File: src/pkg/hpc_map.svh
// Purpose: Register offsets, field positions, reset values and timing of the hot plug control block
// Assumes: Two register maps, one for pin control and one for hot plug policy
// Notes:   Included by its bare name
`ifndef HPC_MAP_SVH
`define HPC_MAP_SVH

// ==========================================================
// Map selection
`define HPC_MAP_PIN              1'b0
`define HPC_MAP_POLICY           1'b1

// ==========================================================
// Offsets
`define HPC_OFS_PIN_CTRL         8'h20
`define HPC_OFS_PIN_STATUS       8'h21
`define HPC_OFS_POLICY           8'h6C

// ==========================================================
// Field positions
`define HPC_BIT_MANUAL_LEVEL     7
`define HPC_BIT_PIN_FLOAT        3
`define HPC_BIT_DRIVE_STATUS     3
`define HPC_BIT_MANUAL_ENABLE    0
`define HPC_LSB_AUTO_POLICY      1
`define HPC_MSB_AUTO_POLICY      2
`define HPC_BIT_TERM_FOLLOW      3
`define HPC_LSB_DELAY_STEP       4
`define HPC_MSB_DELAY_STEP       7

// ==========================================================
// Reset values
`define HPC_RST_MANUAL_LEVEL     1'b1
`define HPC_RST_PIN_FLOAT        1'b0
`define HPC_RST_DRIVE_STATUS     1'b0
`define HPC_RST_MANUAL_ENABLE    1'b0
`define HPC_RST_AUTO_POLICY      2'h1
`define HPC_RST_TERM_FOLLOW      1'b0
`define HPC_RST_DELAY_STEP       4'hA

// ==========================================================
// Timing
`define HPC_CLK_HZ               40000000
`define HPC_STEP_MS              100
`define HPC_STEP_CYCLES          (`HPC_STEP_MS * (`HPC_CLK_HZ / 1000))

`endif

File: src/pkg/hpc_pkg.sv
// Purpose: Types of the hot plug control block
// Assumes: Constants live in hpc_map.svh
// Notes:   State is one packed struct
`default_nettype none
package hpc_pkg;

   typedef enum logic [1:0] {
      HPC_POL_IDENT,
      HPC_POL_CABLE,
      HPC_POL_IDENT_CABLE,
      HPC_POL_IDENT_CABLE_MAN
   } hpc_policy_e;

   typedef struct packed {
      logic        manual_level;
      logic        pin_float;
      logic        manual_enable;
      hpc_policy_e policy;
      logic        term_follow;
      logic [3:0]  delay_step;
      logic [21:0] tick_cnt;
      logic [3:0]  step_cnt;
      logic        cable_delayed;
      logic        drive_status;
      logic [7:0]  rdata;
   } hpc_state_s;

endpackage
`default_nettype wire

File: src/hw/hpc_hotplug_ctrl.sv
// Purpose: Hot plug assert control of a single receiver port
// Assumes: All inputs synchronous to sys_clk; register port writes one byte per cycle
// Notes:   Pin is open drain: only pulled low, released otherwise
//
// Behaviour
// Manual enable set: pin follows manual level, policy ignored.
// Manual level 0 pulls low, 1 requests high; resets to 1.
// Open-drain pin: only pull low, release for high level.
// Policy 00: assert with identification memory enable, drop when removed.
// Policy 01 default: assert after delay from cable presence, drop on loss.
// Policy 10: assert while memory enabled and delayed presence high.
// Policy 11: memory enabled, delayed presence and manual level 1 all needed.
// Four-bit delay in 100 ms steps, 0 none, 15 gives 1.5 s, reset 1 s.
// Float bit 1 puts pin in high impedance; 0 default normal.
// Read-only status is 1 while device asserts high level, reset 0.
// Termination follow bit makes termination track hot plug state.
// Assertion uses delayed presence; raw presence loss deasserts at once.
// Raw presence is 1 with high level on cable power pin.
// Delay counting restarts from zero whenever presence drops early.
`timescale 1ns/1ps
`default_nettype none
`include "hpc_map.svh"

module hpc_hotplug_ctrl
   import hpc_pkg::*;
#(
   parameter int unsigned STEP_CYCLES = `HPC_STEP_CYCLES
) (
   input  wire logic       sys_clk,
   input  wire logic       rst_n,
   input  wire logic       reg_map_sel,
   input  wire logic [7:0] reg_addr,
   input  wire logic       reg_wr,
   input  wire logic [7:0] reg_wdata,
   input  wire logic       reg_rd,
   output logic      [7:0] reg_rdata,
   input  wire logic       cable_power_pin,
   input  wire logic       ident_memory_enable,
   input  wire logic       term_normal_enable,
   output logic            term_enable,
   input  wire logic       hotplug_pin_i,
   output logic            hotplug_pin_o,
   output logic            hotplug_pin_oe,
   output logic            hotplug_drive_status
);

   localparam logic [21:0] STEP_LAST = 22'(STEP_CYCLES - 1);

   hpc_state_s state_q;
   hpc_state_s state_d;
   logic       cable_present_raw;
   logic       hotplug_level;

   // ==========================================================
   // Register decode
   function automatic logic hit(input logic map_sel, input logic [7:0] addr,
                                input logic want_map, input logic [7:0] want_addr);
      hit = (map_sel == want_map) && (addr == want_addr);
   endfunction

   assign cable_present_raw = cable_power_pin;

   // ==========================================================
   // Hot plug level selection
   always_comb begin
      if (state_q.manual_enable) begin
         hotplug_level = state_q.manual_level;
      end else begin
         case (state_q.policy)
            HPC_POL_IDENT:           hotplug_level = ident_memory_enable;
            HPC_POL_CABLE:           hotplug_level = state_q.cable_delayed & cable_present_raw;
            HPC_POL_IDENT_CABLE:     hotplug_level = ident_memory_enable & state_q.cable_delayed
                                                     & cable_present_raw;
            HPC_POL_IDENT_CABLE_MAN: hotplug_level = ident_memory_enable & state_q.cable_delayed
                                                     & cable_present_raw & state_q.manual_level;
            default:                 hotplug_level = 1'b0;
         endcase
      end
   end

   // ==========================================================
   // Next state
   always_comb begin
      state_d = state_q;

      // Register writes
      if (reg_wr) begin
         if (hit(reg_map_sel, reg_addr, `HPC_MAP_PIN, `HPC_OFS_PIN_CTRL)) begin
            state_d.manual_level = reg_wdata[`HPC_BIT_MANUAL_LEVEL];
            state_d.pin_float    = reg_wdata[`HPC_BIT_PIN_FLOAT];
         end
         if (hit(reg_map_sel, reg_addr, `HPC_MAP_POLICY, `HPC_OFS_POLICY)) begin
            state_d.manual_enable = reg_wdata[`HPC_BIT_MANUAL_ENABLE];
            state_d.policy        = hpc_policy_e'(reg_wdata[`HPC_MSB_AUTO_POLICY:`HPC_LSB_AUTO_POLICY]);
            state_d.term_follow   = reg_wdata[`HPC_BIT_TERM_FOLLOW];
            state_d.delay_step    = reg_wdata[`HPC_MSB_DELAY_STEP:`HPC_LSB_DELAY_STEP];
         end
      end

      // Delayed cable presence: 100 ms ticks counted up to the delay field
      if (!cable_present_raw) begin
         state_d.tick_cnt      = '0;
         state_d.step_cnt      = '0;
         state_d.cable_delayed = 1'b0;
      end else if (!state_q.cable_delayed) begin
         if (state_q.step_cnt >= state_q.delay_step) begin
            state_d.cable_delayed = 1'b1;
         end else if (state_q.tick_cnt == STEP_LAST) begin
            state_d.tick_cnt = '0;
            state_d.step_cnt = state_q.step_cnt + 4'h1;
         end else begin
            state_d.tick_cnt = state_q.tick_cnt + 22'h1;
         end
      end

      state_d.drive_status = hotplug_level & ~state_q.pin_float;

      // Read data, unmapped addresses read zero
      state_d.rdata = 8'h00;
      if (reg_rd) begin
         if (hit(reg_map_sel, reg_addr, `HPC_MAP_PIN, `HPC_OFS_PIN_CTRL)) begin
            state_d.rdata[`HPC_BIT_MANUAL_LEVEL] = state_q.manual_level;
            state_d.rdata[`HPC_BIT_PIN_FLOAT]    = state_q.pin_float;
         end
         if (hit(reg_map_sel, reg_addr, `HPC_MAP_PIN, `HPC_OFS_PIN_STATUS)) begin
            state_d.rdata[`HPC_BIT_DRIVE_STATUS] = state_q.drive_status;
         end
         if (hit(reg_map_sel, reg_addr, `HPC_MAP_POLICY, `HPC_OFS_POLICY)) begin
            state_d.rdata[`HPC_BIT_MANUAL_ENABLE]                      = state_q.manual_enable;
            state_d.rdata[`HPC_MSB_AUTO_POLICY:`HPC_LSB_AUTO_POLICY]   = state_q.policy;
            state_d.rdata[`HPC_BIT_TERM_FOLLOW]                        = state_q.term_follow;
            state_d.rdata[`HPC_MSB_DELAY_STEP:`HPC_LSB_DELAY_STEP]     = state_q.delay_step;
         end
      end
   end

   // ==========================================================
   // State register
   always_ff @(posedge sys_clk) begin
      if (!rst_n) begin
         state_q.manual_level  <= `HPC_RST_MANUAL_LEVEL;
         state_q.pin_float     <= `HPC_RST_PIN_FLOAT;
         state_q.manual_enable <= `HPC_RST_MANUAL_ENABLE;
         state_q.policy        <= hpc_policy_e'(`HPC_RST_AUTO_POLICY);
         state_q.term_follow   <= `HPC_RST_TERM_FOLLOW;
         state_q.delay_step    <= `HPC_RST_DELAY_STEP;
         state_q.tick_cnt      <= '0;
         state_q.step_cnt      <= '0;
         state_q.cable_delayed <= 1'b0;
         state_q.drive_status  <= `HPC_RST_DRIVE_STATUS;
         state_q.rdata         <= 8'h00;
      end else begin
         state_q <= state_d;
      end
   end

   // ==========================================================
   // Outputs
   assign hotplug_pin_o        = 1'b0;
   // Unless floating, pulled low until the registered status says high, so pin and status move together
   assign hotplug_pin_oe       = ~state_q.pin_float & ~state_q.drive_status;
   assign hotplug_drive_status = state_q.drive_status;
   assign term_enable          = state_q.term_follow ? state_q.drive_status : term_normal_enable;
   assign reg_rdata            = state_q.rdata;

endmodule

`default_nettype wire

File: config.mk
export PLATFORM = sky130hd
export DESIGN_NAME = hpc_hotplug_ctrl
export DESIGN_NICKNAME = d
export VERILOG_FILES = /design/src/pkg/hpc_pkg.sv /design/src/hw/hpc_hotplug_ctrl.sv
export VERILOG_INCLUDE_DIRS = /design/src /design/src/pkg
export SDC_FILE = /design/constraint.sdc
export NUM_CORES = 1
export LEC_CHECK = 0
export ABC_AREA = 1
export BUFFER_PORTS_ARGS = -buffer_cell sky130_fd_sc_hd__buf_4
export CORE_MARGIN = 2
export CORE_UTILIZATION = 63
export CTS_BUF_LIST = sky130_fd_sc_hd__clkbuf_8
export DETAILED_ROUTE_END_ITERATION = 10
export PLACE_DENSITY = 0.87
export SYNTH_ARGS = -nofsm -noshare
export SYNTH_HDL_FRONTEND = slang
export SYNTH_SLANG_ARGS = --single-unit
File: constraint.sdc
create_clock -name sys_clk -period 3.3 [get_ports sys_clk]
set_input_delay 0.495 -clock sys_clk [delete_from_list [all_inputs] [get_ports sys_clk]]
set_output_delay 0.495 -clock sys_clk [all_outputs]
set_load 0.05 [all_outputs]
==> impl_metrics.json <==
{
  "status": "completed",
  "maxSlewViolCount": 0,
  "cpMostUsedCell": "nand2_1",
  "cts_tree": "built",
  "netlist_area_um2": 2520,
  "drive_gt1_share_pct": 14.5,
  "clk_path_buf_depth": 2,
  "nets": 444,
  "layout_commonest_cell": "nand2_1",
  "die_w_um": 67.2,
  "min_to": "state_q[37]$_SDFFE_PN1P_",
  "final_cell_area_um2": 2820,
  "cp-end-kind": "flop",
  "cp-start-kind": "flop",
  "hold_buffers": 0,
  "synth_top_family_by_area": "simple AND/OR/NAND/NOR gates",
  "dieArea_um2": 4520,
  "ant_nets": 0,
  "synth_fa_ha_area_share_pct": 2.98,
  "yosys_register_bits": 46,
  "hold_slack_ns": 0.398,
  "fp.dieH_um": 67.2,
  "period_share_pct": 72.8,
  "register_area_um2": 921,
  "syn_avg_cell_area_um2": 6.53,
  "max-slew-margin-rel_pct": 49.3,
  "synth_fp_nets": 417,
  "postCtsSetupRepairBufs": 0,
  "first_pass_iters": 5,
  "clk_transition_reported_paths_ns": 0.08,
  "wl_met2_mm": 2.52,
  "setup-tns-final_ns": 0,
  "worst_ep_required_time_ns": 3.54,
  "synthMuxAreaShare_pct": 0,
  "timing.rr.end": "state_q[24]$_SDFFE_PN0N_",
  "coreArea_um2": 3740,
  "slowest_delay_ns": 0.56,
  "cpLargestDelayFamily": "simple AND/OR/NAND/NOR gates",
  "ir_drop_v": 0.000319,
  "vias": 2376,
  "cts_max_level": 2,
  "routed_wirelength_mm": 5.35,
  "synth_enable_flop_cells": 0,
  "drv_cap": 0,
  "cts_made_buffers": 5,
  "io_pins": 37,
  "synth-compound-area-share_pct": 5.86,
  "grt_pass1_vias": 2189,
  "wl_per_cell_um": 11.6,
  "io_buffer_count": 34,
  "viasPerCell": 5.14,
  "ff2ff_path_depth": 12,
  "min_path_cells": 3,
  "yosysWarnings": 0,
  "rows": 22,
  "leakage_nw": 1.31,
  "cts_root_buf": "clkbuf_8",
  "crit_type": "flop to flop",
  "antenna_cells": 0,
  "antenna_found_initial": 0,
  "hold_class": "primary input to flop",
  "gp_congestion": 0.904,
  "fin_util_pct": 75.3,
  "worst_skew_pair.late_latency_ns": 0.30,
  "grt_overflow": 0,
  "grt_usage_pct": 26.4,
  "netlist_instances": 386,
  "dp_hpwl_mm": 3.99,
  "dr_wl_met3_um": 250,
  "synthXorXnorAreaFrac_pct": 1.04,
  "ys_types": 30,
  "synthFlopType": "dfxtp_1",
  "cpMaxStageDelayCell": "nand2_1",
  "top_layer": "met4",
  "crit_fanout": 20,
  "rsz0062_at_grt": "no",
  "multi_input_area_um2": 1300,
  "clock_sinks": 46,
  "reg2reg_from": "state_q[10]$_SDFFE_PN0P_",
  "setup_violations": 0,
  "start_util_pct": 67.3,
  "max_freq_ghz": 0.417,
  "drt_iter0_drc": 140,
  "route.detailed.drc": 0,
  "final_cell_mix": "99 x nand2_1, 63 x nor2_1, 48 x inv_1, 46 x dfxtp_1, 34 x buf_4",
  "wl_met1_mm": 2.48,
  "reg2reg_slack_ns": 0.90,
  "hold_path.startpoint": "reg_wdata[5]",
  "hold_viol": 0,
  "skew_ns": 0.00479,
  "grt_pass1_wl_mm": 9.09,
  "crit_cells": 12,
  "power.density_nw_per_um2": 339,
  "tightest_slew_ns": 0.759,
  "dpl_cell_area_um2": 2730,
  "critPathArrivalTime_ns": 2.64,
  "cts.repair.resized": 0,
  "syn2layout_area_growth_pct": 11.9,
  "post-route-min-period_ns": 2.40,
  "synthArstFlopShare_pct": 0,
  "ys_seq_area_share_pct": 36.6,
  "worstPathCellList": "inv_1 -> ha_1 -> inv_1 -> nand2_1 -> nand2_1 -> nand2_1 -> nand2_1 -> nand2_1 -> nor2_4 -> nor2_2 -> nand2_1 -> nor2_1",
  "synthSimpleGateAreaFrac_pct": 41.6,
  "critPathBufInv": 2,
  "grt_max_degree": 21,
  "fillers": 311
}
power by group:
part	total (mW)	switching (mW)	internal (mW)
Combinational	0.0564	0.0309	0.0255
Clock	0.342	0.193	0.149
Sequential	0.557	0.00116	0.556
Total	0.956	0.225	0.730
sequential cells by signal, summed over array words and instances, names as in the netlist:
register	count
state_q	37
reg_rdata	8
hotplug_drive_status	1
cell families after synthesis:
logic type	Yosys count
adders and majority gates	6
buffers and inverters	65
DFF	46
AOI/OAI and AO/OA	27
xor gates and xnor gates	3
other	1
and+or+nand+nor	238
tightest hold or removal path, delay by kind of cell:
family	cells	cell delay [ns]
buffers and inverters	1	0.08
AND/OR/NAND/NOR	2	0.10
metrics by stage:
step	worst slack, ns	total power, mW	cells
floorplan	1.60	0.598	386
global placement	0.982	0.625	454
detailed placement	0.943	0.626	454
CTS	0.905	0.967	462
global route	0.686	0.994	462
finish	0.899	0.956	462
how the worst max path moves through the flow:
stage,to,startpoint,slack (ns)
after CTS,state_q[24]$_SDFFE_PN0N_,state_q[10]$_SDFFE_PN0P_,0.91
after global routing,state_q[17]$_SDFFE_PN0N_,state_q[10]$_SDFFE_PN0P_,0.69
after global placement,state_q[22]$_SDFFE_PN0N_,state_q[10]$_SDFFE_PN0P_,0.98
final,state_q[24]$_SDFFE_PN0N_,state_q[10]$_SDFFE_PN0P_,0.90
after detailed placement,state_q[24]$_SDFFE_PN0N_,state_q[10]$_SDFFE_PN0P_,0.94
after floorplan,hotplug_pin_oe,hotplug_drive_status$_SDFF_PN0_,1.60
area by class of cell:
type,count,share of cell area (%)
clock buffers,5,2.44
clock inverters,3,0.755
inverters,51,6.79
multi-input cells,275,46.1
flip-flops and latches,46,32.7
well taps,48,2.13
repair buffers,34,9.06
per-layer routing:
layer  track usage, %  vias to the layer above
li1                 -                     1261
met1             31.9                     1058
met2             44.6                       47
met3             6.00                       10
met4             12.0                        0
met5                0                        -
cell usage after synthesis, types with 2 or more instances:
library cell | n | area (µm²)
nand2_1 | 99 | 372
nor2_1 | 63 | 236
inv_1 | 48 | 180
dfxtp_1 | 46 | 921
nand3_1 | 33 | 165
nor3_1 | 19 | 95.1
a21oi_1 | 16 | 80.1
buf_4 | 10 | 75.1
ha_1 | 6 | 75.1
nor2_2 | 6 | 37.5
o21ai_0 | 5 | 25.0
nand4_1 | 4 | 25.0
o21bai_1 | 4 | 30.0
nand2_2 | 3 | 18.8
nor3b_1 | 3 | 22.5
buf_6 | 2 | 22.5
inv_2 | 2 | 7.51
nand3_2 | 2 | 20.0
nor2_4 | 2 | 22.5
or2_2 | 2 | 12.5
xor2_1 | 2 | 17.5
Note: power is estimated with default switching activity, not from simulation.
